===== src/verilog/elec_pkg.sv =====
// Package holding the register map, field widths and reset values of the line event controller.
`default_nettype none
package elec_pkg;
	// ----------------------------------------------------------------
	// Line counts
	// ----------------------------------------------------------------
	localparam int NUM_LINES = 24; // Total lines, one bit each per register.
	localparam int NUM_PIN_LINES = 16; // Lines 0 to 15 come from port pins.
	localparam int NUM_INT_LINES = 8; // Lines 16 to 23 come from on-chip modules.
	// ----------------------------------------------------------------
	// Register byte offsets on the AXI4-Lite port
	// ----------------------------------------------------------------
	localparam logic [7:0] IRQ_MASK_OFF = 8'h00; // irq_mask_reg.
	localparam logic [7:0] EVENT_MASK_OFF = 8'h04; // event_mask_reg.
	localparam logic [7:0] RISE_EN_OFF = 8'h08; // rise_edge_enable_reg.
	localparam logic [7:0] FALL_EN_OFF = 8'h0c; // fall_edge_enable_reg.
	localparam logic [7:0] SOFT_TRIG_OFF = 8'h10; // soft_trigger_reg.
	localparam logic [7:0] PENDING_OFF = 8'h14; // pending_reg, write one to clear.
	// ----------------------------------------------------------------
	// Reset values and bus answers
	// ----------------------------------------------------------------
	localparam logic [23:0] LINE_RESET = 24'h000000; // Every per-line register.
	localparam logic [1:0] RESP_OKAY = 2'h0; // Access accepted.
	localparam logic [1:0] RESP_SLVERR = 2'h2; // Unmapped offset.
endpackage : elec_pkg
`default_nettype wire

===== src/verilog/elec_line_event_ctrl.sv =====
// Edge-triggered interrupt and event controller for 24 lines with an AXI4-Lite register port.
//
// Contract
// - 24 lines: 16 pins, 8 internal sources.
// - Per-line rising and falling edge enables.
// - Interrupt request passes only when mask is one.
// - Unmasked enabled edge sets pending, raises request.
// - Writing one clears pending; zero does nothing.
// - Event output gated only by event mask.
// - Event gives one pulse, never sets pending.
// - Soft trigger write acts like hardware edge.
// - Per-line requests go to vectored interrupt controller.
// - Per-line flags and settings are independent.
// - Internal lines 16..23 wired to named sources.
// - Enabled event or interrupt wakes the processor.
// - Soft bit reading zero, written one, sets pending.
// - Edge enables gate both paths; all reset zero.
//
// Implementation choices: the register addresses and the AXI4-Lite register port.
`timescale 1ns/1ps
`default_nettype none
module elec_line_event_ctrl
	import elec_pkg::*;
(
	input wire logic clock,
	input wire logic reset_n,
	// AXI4-Lite slave port.
	input wire logic [7:0] s_axi_awaddr,
	input wire logic s_axi_awvalid,
	output logic s_axi_awready,
	input wire logic [31:0] s_axi_wdata,
	input wire logic [3:0] s_axi_wstrb,
	input wire logic s_axi_wvalid,
	output logic s_axi_wready,
	output logic [1:0] s_axi_bresp,
	output logic s_axi_bvalid,
	input wire logic s_axi_bready,
	input wire logic [7:0] s_axi_araddr,
	input wire logic s_axi_arvalid,
	output logic s_axi_arready,
	output logic [31:0] s_axi_rdata,
	output logic [1:0] s_axi_rresp,
	output logic s_axi_rvalid,
	input wire logic s_axi_rready,
	// Line sources, all asynchronous to clock.
	input wire logic [15:0] pinLines,
	input wire logic supplyVoltageMonitor,
	input wire logic clockAlarm,
	input wire logic stampTamperOscFail,
	input wire logic clockWakeupTimer,
	input wire logic lowPowerTimerWakeup,
	input wire logic comparatorOne,
	input wire logic comparatorTwo,
	input wire logic comparatorThree,
	// Outputs toward the vectored interrupt controller and wake-up logic.
	output logic [23:0] irqReq,
	output logic [23:0] eventPulse,
	output logic wakeupReq
);
	// ----------------------------------------------------------------
	// Elaboration checks
	// ----------------------------------------------------------------
	// The register layout fixes the split of pin and internal lines.
	if (NUM_PIN_LINES + NUM_INT_LINES != NUM_LINES)
	begin : g_badSplit
		$error("Line split does not match the register width.");
	end
	// ----------------------------------------------------------------
	// Helpers
	// ----------------------------------------------------------------
	// Expands the byte strobes to a 24-bit mask of written bits.
	function automatic logic [23:0] strobeMask(input logic [3:0] strb);
		strobeMask = {{8{strb[2]}}, {8{strb[1]}}, {8{strb[0]}}};
	endfunction : strobeMask

	// True when the offset is one of the six mapped registers.
	function automatic logic isMapped(input logic [7:0] off);
		isMapped = (off[1:0] == 2'h0) && (off <= PENDING_OFF);
	endfunction : isMapped
	// ----------------------------------------------------------------
	// State
	// ----------------------------------------------------------------
	logic [23:0] irqMask_r, eventMask_r; // One opens the interrupt or event path of a line.
	logic [23:0] riseEn_r, fallEn_r; // Rising and falling edge enables.
	logic [23:0] softTrig_r; // Soft trigger bits as read back.
	logic [23:0] pending_r; // Sticky pending flags.
	logic [23:0] sync1_r, sync2_r; // First and second synchroniser stages.
	logic [23:0] prev_r; // Previous synchronised sample.
	logic [23:0] eventPulse_r; // Registered event pulses.
	logic [23:0] rawLines; // Concatenated sources.
	logic [23:0] hwEdge; // Enabled edges seen this cycle.
	logic [23:0] trig; // Hardware or soft trigger this cycle.
	logic [23:0] pendClr; // Pending bits written with one.
	logic [23:0] softSet; // Soft trigger bits newly written with one.
	logic awHeld_r, wHeld_r; // Write address and write data captured.
	logic [7:0] awAddr_r; // Captured write address.
	logic [31:0] wData_r; // Captured write data.
	logic [3:0] wStrb_r; // Captured write strobes.
	logic bValid_r, rValid_r; // Write response and read data pending.
	logic [1:0] bResp_r, rResp_r; // Write and read response codes.
	logic [31:0] rData_r; // Read data.
	logic doWrite; // Register write happens this cycle.
	logic [23:0] wrBits; // Data bits that the strobes let through.
	// ----------------------------------------------------------------
	// Source wiring and edge detection
	// ----------------------------------------------------------------
	// internal source order
	assign rawLines = {comparatorThree, comparatorTwo, comparatorOne, lowPowerTimerWakeup,
		clockWakeupTimer, stampTamperOscFail, clockAlarm, supplyVoltageMonitor, pinLines};

	// Two flops bring each line into the clock domain; a third keeps the old sample.
	always_ff @(posedge clock)
	begin
		if (!reset_n)
		begin
			sync1_r <= LINE_RESET;
			sync2_r <= LINE_RESET;
			prev_r <= LINE_RESET;
		end
		else
		begin
			sync1_r <= rawLines;
			sync2_r <= sync1_r;
			prev_r <= sync2_r;
		end
	end

	assign hwEdge = (sync2_r & ~prev_r & riseEn_r) | (~sync2_r & prev_r & fallEn_r);
	// ----------------------------------------------------------------
	// Register write decode
	// ----------------------------------------------------------------
	assign doWrite = awHeld_r && wHeld_r && !bValid_r;
	assign wrBits = wData_r[23:0] & strobeMask(wStrb_r);
	assign pendClr = (doWrite && awAddr_r == PENDING_OFF) ? wrBits : LINE_RESET;
	// only a bit reading zero fires
	assign softSet = (doWrite && awAddr_r == SOFT_TRIG_OFF) ? (wrBits & ~softTrig_r) : LINE_RESET;
	assign trig = hwEdge | softSet;

	// Configuration registers honour byte strobes; the upper byte is reserved.
	always_ff @(posedge clock)
	begin
		if (!reset_n)
		begin
			irqMask_r <= LINE_RESET;
			eventMask_r <= LINE_RESET;
			riseEn_r <= LINE_RESET;
			fallEn_r <= LINE_RESET;
		end
		else if (doWrite)
		begin
			case (awAddr_r)
				IRQ_MASK_OFF: irqMask_r <= (irqMask_r & ~strobeMask(wStrb_r)) | wrBits;
				EVENT_MASK_OFF: eventMask_r <= (eventMask_r & ~strobeMask(wStrb_r)) | wrBits;
				RISE_EN_OFF: riseEn_r <= (riseEn_r & ~strobeMask(wStrb_r)) | wrBits;
				FALL_EN_OFF: fallEn_r <= (fallEn_r & ~strobeMask(wStrb_r)) | wrBits;
				default: ; // Other offsets have their own processes.
			endcase
		end
	end

	// Soft trigger bits stay set until the line's pending flag is cleared, so a
	// second write of one cannot fire again before software has served the first.
	always_ff @(posedge clock)
	begin
		if (!reset_n)
			softTrig_r <= LINE_RESET;
		else
			softTrig_r <= (softTrig_r & ~pendClr) | softSet;
	end
	// ----------------------------------------------------------------
	// Pending flags and outputs
	// ----------------------------------------------------------------
	// A trigger in the same cycle as a clear wins, so no edge is lost.
	always_ff @(posedge clock)
	begin
		if (!reset_n)
			pending_r <= LINE_RESET;
		else
			pending_r <= (pending_r & ~pendClr) | (trig & irqMask_r);
	end

	// Event pulses last one cycle and never touch the pending flags.
	always_ff @(posedge clock)
	begin
		if (!reset_n)
			eventPulse_r <= LINE_RESET;
		else
			eventPulse_r <= trig & eventMask_r;
	end

	assign irqReq = pending_r & irqMask_r;
	assign eventPulse = eventPulse_r;
	assign wakeupReq = (|irqReq) | (|eventPulse_r);
	// ----------------------------------------------------------------
	// AXI4-Lite write channels
	// ----------------------------------------------------------------
	assign s_axi_awready = !awHeld_r && !bValid_r;
	assign s_axi_wready = !wHeld_r && !bValid_r;
	assign s_axi_bvalid = bValid_r;
	assign s_axi_bresp = bResp_r;

	// Address and data are taken in either order and held until both are here.
	always_ff @(posedge clock)
	begin
		if (!reset_n)
		begin
			awHeld_r <= 1'b0;
			wHeld_r <= 1'b0;
			awAddr_r <= 8'h00;
			wData_r <= 32'h00000000;
			wStrb_r <= 4'h0;
			bValid_r <= 1'b0;
			bResp_r <= RESP_OKAY;
		end
		else
		begin
			if (s_axi_awvalid && s_axi_awready)
			begin
				awHeld_r <= 1'b1;
				awAddr_r <= s_axi_awaddr;
			end
			if (s_axi_wvalid && s_axi_wready)
			begin
				wHeld_r <= 1'b1;
				wData_r <= s_axi_wdata;
				wStrb_r <= s_axi_wstrb;
			end
			if (doWrite)
			begin
				// Response rises with the register update.
				awHeld_r <= 1'b0;
				wHeld_r <= 1'b0;
				bValid_r <= 1'b1;
				bResp_r <= isMapped(awAddr_r) ? RESP_OKAY : RESP_SLVERR;
			end
			else if (bValid_r && s_axi_bready)
				bValid_r <= 1'b0;
		end
	end
	// ----------------------------------------------------------------
	// AXI4-Lite read channels
	// ----------------------------------------------------------------
	assign s_axi_arready = !rValid_r;
	assign s_axi_rvalid = rValid_r;
	assign s_axi_rdata = rData_r;
	assign s_axi_rresp = rResp_r;

	// Reads have no side effects; reserved bits read zero.
	always_ff @(posedge clock)
	begin
		if (!reset_n)
		begin
			rValid_r <= 1'b0;
			rData_r <= 32'h00000000;
			rResp_r <= RESP_OKAY;
		end
		else if (s_axi_arvalid && s_axi_arready)
		begin
			rValid_r <= 1'b1;
			rResp_r <= isMapped(s_axi_araddr) ? RESP_OKAY : RESP_SLVERR;
			case (s_axi_araddr)
				IRQ_MASK_OFF: rData_r <= {8'h00, irqMask_r};
				EVENT_MASK_OFF: rData_r <= {8'h00, eventMask_r};
				RISE_EN_OFF: rData_r <= {8'h00, riseEn_r};
				FALL_EN_OFF: rData_r <= {8'h00, fallEn_r};
				SOFT_TRIG_OFF: rData_r <= {8'h00, softTrig_r};
				PENDING_OFF: rData_r <= {8'h00, pending_r};
				default: rData_r <= 32'h00000000;
			endcase
		end
		else if (rValid_r && s_axi_rready)
			rValid_r <= 1'b0;
	end
endmodule : elec_line_event_ctrl
`default_nettype wire


===== config.mk =====
export PLATFORM = sky130hd
export DESIGN_NAME = elec_line_event_ctrl
export DESIGN_NICKNAME = d
export VERILOG_FILES = /design/src/verilog/elec_pkg.sv /design/src/verilog/elec_line_event_ctrl.sv
export SDC_FILE = /design/constraint.sdc
export NUM_CORES = 1
export LEC_CHECK = 0
export BUFFER_PORTS_ARGS = -buffer_cell sky130_fd_sc_hd__buf_2
export CAP_MARGIN = 20
export CORE_MARGIN = 2
export CORE_UTILIZATION = 59
export CTS_BUF_LIST = sky130_fd_sc_hd__clkbuf_8
export DETAILED_ROUTE_END_ITERATION = 12
export GPL_TIMING_DRIVEN = 0
export PLACE_DENSITY = 0.82
export SYNTH_ARGS = -nofsm -noshare
export SYNTH_HDL_FRONTEND = slang
export SYNTH_SLANG_ARGS = --single-unit

===== constraint.sdc =====
create_clock -name clock -period 3 [get_ports clock]
set_clock_uncertainty 0.2 [all_clocks]
set_input_delay 0.3 -clock clock [delete_from_list [all_inputs] [get_ports clock]]
set_output_delay 0.3 -clock clock [all_outputs]
set_load 0.05 [all_outputs]

=== Word level (Yosys, flattened, before mapping) ===
Index checks and enable logic that the tools add are counted.

* Bits in registers: 315
* Input bits: 83
* Output and inout bits: 90
* Logic and storage cells: 101

* $lt $le $gt $ge: 2
* Eq/ne operators: 10
* Mux-type cells: 9
* Bitwise gates (word level): 30
* Reduce and logical (&&, ||, !) cells: 30

{| class="wikitable"
|+ Operators with widths
! operator !! number
|-
| $and 24x24->24 || 15
|-
| $or 24x24->24 || 8
|-
| $pmux 24 s6 || 1
|-
| $not 24->24 || 5
|-
| $mux 24 || 2
|-
| $reduce_or 24->1 || 2
|-
| $eq 8x4->1 const B || 4
|-
| $eq 8x5->1 const B || 4
|-
| $eq 8x3->1 const B || 2
|-
| $le 8x5->1 const B || 2
|-
| $logic_not 8->1 || 2
|-
| $logic_and 1x1->1 || 13
|-
| $reduce_and 2->1 || 4
|-
| $logic_not 1->1 || 4
|-
| $logic_not 2->1 || 2
|-
| $mux 1 || 4
|-
| $mux 2 || 2
|-
| $reduce_bool 2->1 || 2
|-
| $reduce_or 2->1 || 1
|-
| $not 1->1 || 1
|-
| $or 1x1->1 || 1
|}

=== Depth between registers and ports, before layout ===
Gate-level depths: netlist of the first run.

* Depth after elaboration: 7
* Mapped depth: 7
* Gate-level depth less buffers: 4

=== Worst setup path after synthesis of the first run ===
OpenSTA, ideal clock, no wires.

* Kind: register -> output
* Start: register pending_r[5]
* End: output port wakeupReq
* Arrival time: 2.281 ns
* Data required time: 2.500 ns
* Setup slack: 0.219 ns
* Cell stages (with the launch flop): 5
* Buffers on the path: 0
* Cell sequence: dfxtp_1 and2_1 or4_1 or4_1 or4_1

* Cells in the longest elaborated chain, start to end: 3

{| class="wikitable"
|+ Ends and longest elaborated chain
! item !! line !! source
|-
| start: declaration || elec_line_event_ctrl.sv:86 || <nowiki>logic [23:0] pending_r;</nowiki>
|-
| start signal: assignment || elec_line_event_ctrl.sv:179 || <nowiki>pending_r <= (pending_r & ~pendClr) | (trig & irqMask_r);</nowiki>
|-
| $and 24x24->24 || elec_line_event_ctrl.sv:191 || <nowiki>assign irqReq = pending_r & irqMask_r;</nowiki>
|-
| net irqReq[5] || elec_line_event_ctrl.sv:56 || <nowiki>output logic [23:0] irqReq,</nowiki>
|-
| $reduce_or 24->1 || elec_line_event_ctrl.sv:193 || <nowiki>assign wakeupReq = (|irqReq) | (|eventPulse_r);</nowiki>
|-
| $or 1x1->1 || elec_line_event_ctrl.sv:193 ||
|-
| end: declaration || elec_line_event_ctrl.sv:58 || <nowiki>output logic wakeupReq</nowiki>
|}

The timed path passes the listed nets, and every way through them passes these cells.

==> flow_summary.html, run 1 <==
<table>
<tr><th>Metric</th><th>Value</th></tr>
<tr><th colspan="2">Floorplan</th></tr>
<tr><td>Starting density of the core</td><td>0.6052</td></tr>
<tr><td>Boundary pin count</td><td>173</td></tr>
<tr><td>Die height</td><td>148.8 um</td></tr>
<tr><td>Number of placement rows</td><td>52</td></tr>
<tr><td>Area inside the core boundary</td><td>0.02043 mm^2</td></tr>
<tr><td>Die Outline Area</td><td>0.02213 mm^2</td></tr>
<tr><td>Die span in x</td><td>148.8 um</td></tr>
<tr><th colspan="2">Outcome</th></tr>
<tr><td>Run status</td><td>finished, violations left</td></tr>
<tr><td>Violated checks</td><td>setup timing</td></tr>
<tr><th colspan="2">Drt</th></tr>
<tr><td>Via Count</td><td>11590</td></tr>
<tr><td>Post-detailed-route via-to-cell ratio</td><td>6.054</td></tr>
<tr><td>Post-detailed-route count of antenna-violating nets</td><td>0</td></tr>
<tr><td>Average detailed-routed wire length per instance</td><td>21.86 um</td></tr>
<tr><td>First-pass DRT Iterations</td><td>5</td></tr>
<tr><td>Violation count after the first detailed-routing iteration</td><td>1425</td></tr>
<tr><td>Wirelength, routed</td><td>41.86 mm</td></tr>
<tr><td>Post-route DRC</td><td>0</td></tr>
<tr><th colspan="2">Logic synthesis</th></tr>
<tr><td>Yosys reg bits</td><td>305</td></tr>
<tr><td>Fraction of the yosys area taken by sequential cells</td><td>0.4939</td></tr>
<tr><td>Gate count of the mapped netlist</td><td>1326</td></tr>
<tr><td>Number of enable-type register cells in the synthesized netlist</td><td>0</td></tr>
<tr><td>Fraction of the mapped netlist area in compound gates</td><td>0.1478</td></tr>
<tr><td>Simple-gate share of the synthesized area</td><td>0.2359</td></tr>
<tr><td>Post-Synth Adder-Cell Area</td><td>0</td></tr>
<tr><td>Most common flop cell mapped by yosys</td><td>dfxtp_1</td></tr>
<tr><td>Proportion of synthesized flip-flops having asynchronous set or reset</td><td>0</td></tr>
<tr><td>Unique masters post-synth</td><td>63</td></tr>
<tr><td>Post-synthesis mux area share</td><td>0.08127</td></tr>
<tr><td>Cell area after synthesis</td><td>0.01236 mm^2</td></tr>
<tr><td>Count of synthesis-stage warnings from yosys</td><td>0</td></tr>
<tr><td>Dominant combinational cell family by area after synthesis</td><td>simple AND/OR/NAND/NOR gates</td></tr>
<tr><td>Post-synthesis xor/xnor area fraction</td><td>0</td></tr>
<tr><td>Mean Syn Cell Area</td><td>9.324 um^2</td></tr>
<tr><th colspan="2">Worst setup path</th></tr>
<tr><td>Total stage count of the critical path</td><td>5</td></tr>
<tr><td>Most used cell along the critical path</td><td>or4_4</td></tr>
<tr><td>Sort of element at the end of the critical path</td><td>output port</td></tr>
<tr><td>Worst r2r path cells</td><td>7</td></tr>
<tr><td>Launch instance of the worst register-to-register path</td><td>awAddr_r[2]</td></tr>
<tr><td>Largest stage delay, worst path</td><td>560 ps</td></tr>
<tr><td>Critical Path Source Type</td><td>register</td></tr>
<tr><td>Reg2reg setup slack</td><td>160 ps</td></tr>
<tr><td>Cell-by-cell listing of the critical path</td><td>and2_4 -&gt; or4_4 -&gt; or4_1 -&gt; or4_4 -&gt; buf_8</td></tr>
<tr><td>Arrival time at the worst endpoint</td><td>2650 ps</td></tr>
<tr><td>Critical path destination</td><td>wakeupReq</td></tr>
<tr><td>CP top delay family</td><td>simple AND/OR/NAND/NOR gates</td></tr>
<tr><td>Cell with the biggest individual delay on the critical path</td><td>or4_4</td></tr>
<tr><td>Maximum fanout count along the critical path</td><td>4</td></tr>
<tr><td>Start-to-end type of the worst setup path</td><td>register to output port</td></tr>
<tr><td>Data required time of the critical path</td><td>2500 ps</td></tr>
<tr><td>Crit path buf inv count</td><td>1</td></tr>
<tr><th colspan="2">Layout</th></tr>
<tr><td>Antenna cells</td><td>0</td></tr>
<tr><td>Core utilization of the finished layout</td><td>0.7485</td></tr>
<tr><td>Post-Layout Cell Count</td><td>1915</td></tr>
<tr><td>Layout cell share with drive strength beyond 1</td><td>0.1921</td></tr>
<tr><td>Post-synthesis to final-layout area growth</td><td>23.68%</td></tr>
<tr><td>Post-route design area</td><td>0.01529 mm^2</td></tr>
<tr><td>Most common library cell in the layout ignoring fill and taps</td><td>dfxtp_1</td></tr>
<tr><td>Most frequent cells in the layout</td><td>302 x dfxtp_1, 209 x nand2_1, 159 x buf_2</td></tr>
<tr><td>Final nets</td><td>1688</td></tr>
<tr><th colspan="2">Worst hold path</th></tr>
<tr><td>Source of the worst hold timing path</td><td>s_axi_awvalid</td></tr>
<tr><td>Path type of the worst min-delay path</td><td>input port to register</td></tr>
<tr><td>Hold depth</td><td>4</td></tr>
<tr><th colspan="2">Timing</th></tr>
<tr><td>Post-Route Hold Slack</td><td>28.63 ps</td></tr>
<tr><td>Worst path setup slack after routing</td><td>-145.5 ps</td></tr>
<tr><td>Least-Margin Pin Slew</td><td>1427 ps</td></tr>
<tr><td>Min Clock Period, post-route</td><td>3145 ps</td></tr>
<tr><td>RSZ-0062 raised after global routing</td><td>true</td></tr>
<tr><td>Number of hold violations in the final report</td><td>0</td></tr>
<tr><td>Share of the clock period used by the worst path</td><td>1.048</td></tr>
<tr><td>Max Clock Freq</td><td>317.9 MHz</td></tr>
<tr><td>Setup TNS</td><td>-145.5 ps</td></tr>
<tr><td>Finish-stage setup viols</td><td>1</td></tr>
<tr><td>Max transition margin</td><td>0.04006</td></tr>
<tr><td>Max Transition Viols Final</td><td>0</td></tr>
<tr><th colspan="2">Clocking</th></tr>
<tr><td>Number of buffers created by CTS</td><td>49</td></tr>
<tr><td>Clock tree from TritonCTS</td><td>built</td></tr>
<tr><td>Clk Latency, worst-skew pair</td><td>590 ps</td></tr>
<tr><td>Clock transition at the register clock pins on the worst setup and hold paths after CTS</td><td>70 ps</td></tr>
<tr><td>CTS Buffer Depth</td><td>3</td></tr>
<tr><td>Number of clock sinks seen by CTS</td><td>305</td></tr>
<tr><td>Level count of the clock H-tree</td><td>2</td></tr>
<tr><td>Clock root cell</td><td>clkbuf_8</td></tr>
<tr><th colspan="2">Pwr</th></tr>
<tr><td>Worst-case vdd ir drop</td><td>395.2 uV</td></tr>
<tr><td>Lkg Pwr</td><td>6.181 nW</td></tr>
<tr><td>Overall power of the completed layout</td><td>8.565 mW</td></tr>
<tr><td>Power per unit of standard cell area</td><td>560.1 mW/mm^2</td></tr>
<tr><th colspan="2">Global routing</th></tr>
<tr><td>Vias in the first global route</td><td>11040</td></tr>
<tr><td>Gr usage total</td><td>0.3725</td></tr>
<tr><td>Largest net degree at the start of global routing</td><td>13</td></tr>
<tr><td>Antenna violations before repair</td><td>1</td></tr>
<tr><td>Remaining global-route overflow</td><td>0</td></tr>
<tr><td>Wire length of the first global-routing pass</td><td>62.32 mm</td></tr>
<tr><th colspan="2">Place</th></tr>
<tr><td>Total half-perimeter wirelength after legalization and detailed placement</td><td>27.42 mm</td></tr>
<tr><td>Placer Congestion</td><td>0.9822</td></tr>
<tr><td>Total placed instance area</td><td>0.01350 mm^2</td></tr>
<tr><td>I/O Buffers</td><td>151</td></tr>
<tr><td>Worst slack at placement</td><td>53.28 ps</td></tr>
<tr><td>Number of cells after detailed placement</td><td>1757</td></tr>
<tr><th colspan="2">Run</th></tr>
<tr><td>Max Cap Viol</td><td>0</td></tr>
</table>
-- Yosys cell counts, drive strengths merged, types with 11 or more instances --
library cell,number,area share
nand2b,19,0.0096
buf,30,0.015
nor2,51,0.015
inv,27,0.0082
nand4,13,0.0071
nand3,60,0.024
mux4,20,0.036
and2,108,0.055
nand2,209,0.063
a21boi,49,0.030
o21ai,100,0.040
clkbuf,59,0.018
dfxtp,305,0.49
o221ai,12,0.0085
o22ai,17,0.0091
or4,11,0.0070
nand3b,26,0.016
nor4,13,0.0076
and3,17,0.0086
mux2i,52,0.042
o2bb2ai,13,0.0092
-- worst min path at each step --
stage | endpoint | slack (ps)
2_1_floorplan | sync2_r[0] | 210
3_3_place_gp | sync2_r[10] | 210
3_5_place_dp | sync2_r[23] | 220
4_1_cts | awAddr_r[6] | 9
5_1_grt | s_axi_rresp[1] | 70
6_report | awAddr_r[6] | 30
-- worst min-delay path, stage by stage --
cell and delay, ps:
buf_2 80, nand2_1 180, nand2_1 120, a21boi_0 60
-- final cells by class --
class                           count  area [um^2]
Sequential cell                   305         6110
Tap cell                          270        337.8
Buffer                             89        404.1
Clock buffer                       63        867.1
Timing Repair Buffer              219         1438
Multi-Input combinational cell    914         5857
Clock inverter                     28        176.4
Inverter                           27        101.3
Fill cell                        1464         5139
-- power by group --
part           total (mW)  switching, mW  internal [mW]
Sequential           4.20         0.0678           4.13
Clock                3.74           1.67           2.06
Combinational       0.630          0.406          0.224
Total                8.56           2.15           6.42
-- kinds of logic after synthesis --
kind of cell / Yosys count
simple gates: 564
flops: 305
compound gates: 265
buf+inv: 116
mux: 75
other cells: 1
-- metal layers --
metal,GRT usage,vias to the layer above,wire (um)
met2,0.5951,799,18860
li1,-,5219,-
met3,0.07920,146,4764
met5,0,-,0
met4,0.1776,0,2153
met1,0.4850,5430,16080
-- timing repair --
action	in CTS	in global routing
pin swaps	3	3
endpoints found under the setup margin	1	25
setup buffers	1	0
gates resized for setup	13	6
hold buffers	64	0
endpoints found under the hold margin	65	0
No activity file was read; power rests on OpenSTA's default activity.
==> run 2, diff against run 1 <==
Settings changed: CORE_ASPECT_RATIO from default to 1.4.
==> flow_summary.html, run 2 (synthesis results as in run 1) <==
<table>
<tr><th>Metric</th><th>Value</th></tr>
<tr><th colspan="2">Worst setup path</th></tr>
<tr><td>Launch instance of the worst register-to-register path</td><td>s_axi_bvalid</td></tr>
<tr><td>Critical path destination</td><td>wakeupReq</td></tr>
<tr><td>Data required time of the critical path</td><td>2500 ps (about the same)</td></tr>
<tr><td>Start-to-end type of the worst setup path</td><td>register to output port</td></tr>
<tr><td>Sort of element at the end of the critical path</td><td>output port</td></tr>
<tr><td>Maximum fanout count along the critical path</td><td>3 (-1)</td></tr>
<tr><td>Reg2reg setup slack</td><td>150 ps (about the same)</td></tr>
<tr><td>Launching element of the worst setup path</td><td>pending_r[5]</td></tr>
<tr><td>Arrival time at the worst endpoint</td><td>2680 ps (+30 ps)</td></tr>
<tr><td>Critical Path Source Type</td><td>register</td></tr>
<tr><td>Worst r2r path cells</td><td>5 (-2)</td></tr>
<tr><th colspan="2">Layout</th></tr>
<tr><td>Most common library cell in the layout ignoring fill and taps</td><td>dfxtp_1</td></tr>
<tr><td>Most frequent cells in the layout</td><td>302 x dfxtp_1, 209 x nand2_1, 159 x buf_2</td></tr>
<tr><td>Footprint of the multi-input gates</td><td>0.005829 mm^2 (-0.47%)</td></tr>
<tr><td>Final nets</td><td>1685 (-0.18%)</td></tr>
<tr><td>Layout cell share with drive strength beyond 1</td><td>0.1863 (-0.005781)</td></tr>
<tr><td>Post-Layout Cell Count</td><td>1895 (-1.0%)</td></tr>
<tr><td>Post-route design area</td><td>0.01519 mm^2 (-0.68%)</td></tr>
<tr><td>Fill cells</td><td>1520 (+3.8%)</td></tr>
<tr><td>Post-synthesis to final-layout area growth</td><td>22.84%</td></tr>
<tr><td>Register Area</td><td>0.006110 mm^2 (unchanged)</td></tr>
<tr><th colspan="2">Clocking</th></tr>
<tr><td>Clock transition at the register clock pins on the worst setup and hold paths after CTS</td><td>60 ps (about the same)</td></tr>
<tr><td>Clk Latency, worst-skew pair</td><td>570 ps (-20 ps)</td></tr>
<tr><td>Number of clock sinks seen by CTS</td><td>305 (unchanged)</td></tr>
<tr><td>CTS Buffer Depth</td><td>3 (unchanged)</td></tr>
<tr><td>Number of buffers created by CTS</td><td>46 (-6.1%)</td></tr>
<tr><td>Clock tree from TritonCTS</td><td>built</td></tr>
<tr><td>Level count of the clock H-tree</td><td>2 (unchanged)</td></tr>
<tr><td>Clock root cell</td><td>clkbuf_8</td></tr>
<tr><th colspan="2">Timing</th></tr>
<tr><td>Worst path setup slack after routing</td><td>-175.2 ps (-29.70 ps)</td></tr>
<tr><td>Number of hold violations in the final report</td><td>0 (unchanged)</td></tr>
<tr><td>Finish-stage setup viols</td><td>1 (unchanged)</td></tr>
<tr><td>Least-Margin Pin Slew</td><td>1193 ps (-234.0 ps)</td></tr>
<tr><td>Max transition margin</td><td>0.2048 (+0.1647)</td></tr>
<tr><td>Share of the clock period used by the worst path</td><td>1.058 (+0.009900)</td></tr>
<tr><td>Min Clock Period, post-route</td><td>3175 ps (+29.70 ps)</td></tr>
<tr><td>Max Clock Freq</td><td>314.9 MHz (-0.94%)</td></tr>
<tr><td>Setup TNS</td><td>-175.2 ps (-29.70 ps)</td></tr>
<tr><td>Max Transition Viols Final</td><td>0 (unchanged)</td></tr>
<tr><td>RSZ-0062 raised after global routing</td><td>true</td></tr>
<tr><th colspan="2">Place</th></tr>
<tr><td>Number of cells after detailed placement</td><td>1743 (-0.80%)</td></tr>
<tr><td>Placer Congestion</td><td>0.9768 (-0.55%)</td></tr>
<tr><td>I/O Buffers</td><td>151 (unchanged)</td></tr>
<tr><td>Total placed instance area</td><td>0.01348 mm^2 (-0.11%)</td></tr>
<tr><td>Total half-perimeter wirelength after legalization and detailed placement</td><td>28.90 mm (+5.4%)</td></tr>
<tr><th colspan="2">Floorplan</th></tr>
<tr><td>Die height</td><td>175.3 um (+18%)</td></tr>
<tr><td>Die Outline Area</td><td>0.02214 mm^2 (about the same)</td></tr>
<tr><td>Area inside the core boundary</td><td>0.02056 mm^2 (+0.62%)</td></tr>
<tr><td>Boundary pin count</td><td>173 (unchanged)</td></tr>
<tr><td>Die span in x</td><td>126.3 um (-15%)</td></tr>
<tr><td>Starting density of the core</td><td>0.6014 (-0.003757)</td></tr>
<tr><td>Number of placement rows</td><td>62 (+19%)</td></tr>
<tr><th colspan="2">Global routing</th></tr>
<tr><td>Remaining global-route overflow</td><td>0 (unchanged)</td></tr>
<tr><td>Vias in the first global route</td><td>11260 (+2.0%)</td></tr>
<tr><td>Antenna violations before repair</td><td>1 (unchanged)</td></tr>
<tr><td>Wire length of the first global-routing pass</td><td>61.77 mm (-0.89%)</td></tr>
<tr><td>Gr usage total</td><td>0.3639 (-0.008613)</td></tr>
<tr><td>Largest net degree at the start of global routing</td><td>12 (-1)</td></tr>
<tr><th colspan="2">Drt</th></tr>
<tr><td>Violation count after the first detailed-routing iteration</td><td>1452 (+1.9%)</td></tr>
<tr><td>Post-detailed-route via-to-cell ratio</td><td>6.122 (+1.1%)</td></tr>
<tr><td>Post-detailed-route count of antenna-violating nets</td><td>0 (unchanged)</td></tr>
<tr><td>Post-route DRC</td><td>0 (unchanged)</td></tr>
<tr><td>Wirelength, routed</td><td>41.67 mm (-0.46%)</td></tr>
<tr><td>First-pass DRT Iterations</td><td>8 (+3)</td></tr>
<tr><td>Via Count</td><td>11600 (+0.069%)</td></tr>
<tr><td>Average detailed-routed wire length per instance</td><td>21.99 um (+0.59%)</td></tr>
<tr><th colspan="2">Outcome</th></tr>
<tr><td>Run status</td><td>finished, violations left</td></tr>
<tr><td>Violated checks</td><td>setup timing</td></tr>
<tr><th colspan="2">Pwr</th></tr>
<tr><td>Lkg Pwr</td><td>6.137 nW (-0.71%)</td></tr>
<tr><td>Switch share</td><td>0.2469 (-0.004047)</td></tr>
<tr><td>Power per unit of standard cell area</td><td>553.8 mW/mm^2 (-1.1%)</td></tr>
<tr><td>Part of the total power dissipated in the clock network</td><td>0.428 (-0.008)</td></tr>
<tr><td>Internal power component</td><td>6.335 mW (-1.3%)</td></tr>
<tr><td>Switching power</td><td>2.076 mW (-3.4%)</td></tr>
<tr><td>Sequential group share of total power</td><td>0.499 (+0.009)</td></tr>
<tr><td>Worst-case vdd ir drop</td><td>369.8 uV (-6.4%)</td></tr>
<tr><td>Combinational cell fraction of total power</td><td>0.073 (about the same)</td></tr>
<tr><td>Overall power of the completed layout</td><td>8.411 mW (-1.8%)</td></tr>
<tr><th colspan="2">Run</th></tr>
<tr><td>Max Cap Viol</td><td>0 (unchanged)</td></tr>
<tr><th colspan="2">Worst hold path</th></tr>
<tr><td>Path type of the worst min-delay path</td><td>input port to register</td></tr>
</table>
run 2: cell types whose count changed in the layout (fill, tap and decap cells not counted), moves of 2 or more:
cell      change
clkbuf_8      -2
clkinv_2      -6
diode_2       +2
nor4_1        +2
run 2: worst min path at each step:
stage / start / endpoint / cells past startpoint / slack (ps)
3_5_place_dp: sync1_r[22] / sync2_r[22] / 1 / 220
2_1_floorplan: sync1_r[0] / sync2_r[0] / 1 / 210
4_1_cts: s_axi_awvalid / awAddr_r[6] / 4 / 10
6_report: s_axi_awvalid / awAddr_r[6] / 4 / 30
5_1_grt: s_axi_awvalid / awAddr_r[7] / 4 / 100
3_3_place_gp: sync1_r[6] / sync2_r[6] / 1 / 220
run 2: worst max-delay path, cell delays in order, from the launching register on:
cell and delay, ps:
dfxtp_2 330, and2_4 160, or4_4 540, or4_4 430
or4_4 460, buf_8 170
run 2: per-layer routing:
layer,track usage,share of wire,vias to the layer above
met2,0.6012,0.47,711
met4,0.2482,0.072,0
li1,-,-,5209
met1,0.4240,0.36,5495
met3,0.07249,0.096,187
met5,0,0,-
run 2: power by group through the flow:
stage | Sequential (mW) | Combinational [mW] | Clock, mW
final | 4.20 | 0.618 | 3.60
after global routing | 4.20 | 0.652 | 3.79
after CTS | 4.19 | 0.598 | 3.59
after detailed placement | 4.28 | 0.531 | 0
after global placement | 4.28 | 0.521 | 0
after floorplan | 4.27 | 0.321 | 0
run 2: what timing repair did:
action                                  4_1_cts  5_1_grt
pin swaps                                     1        0
buffers inserted                              0        2
endpoints found under the hold margin        68        0
endpoints found under the setup margin        1       12
hold buffers                                 64        0
resized for setup                            10        7
run 2: through the flow:
step                hold slack (ps)    util  setup slack, ps
floorplan                     211.9       -            219.5
global placement              215.1  0.6554           -78.76
detailed placement            218.4  0.6558           -114.6
CTS                           12.05  0.7363           -159.1
global route                  103.4  0.7386           -182.6
finish                        33.11  0.7388           -175.2
run 2: layout make-up:
class                   count  area share
diodes                      2   0.0003295
plain buffers              89     0.02669
clock buffers              61     0.05528
clock inverters            22    0.009392
inverters                  27    0.006673
multi-input cells         914      0.3838
flip-flops and latches    305      0.4023
well taps                 256     0.02109
repair buffers            219     0.09441
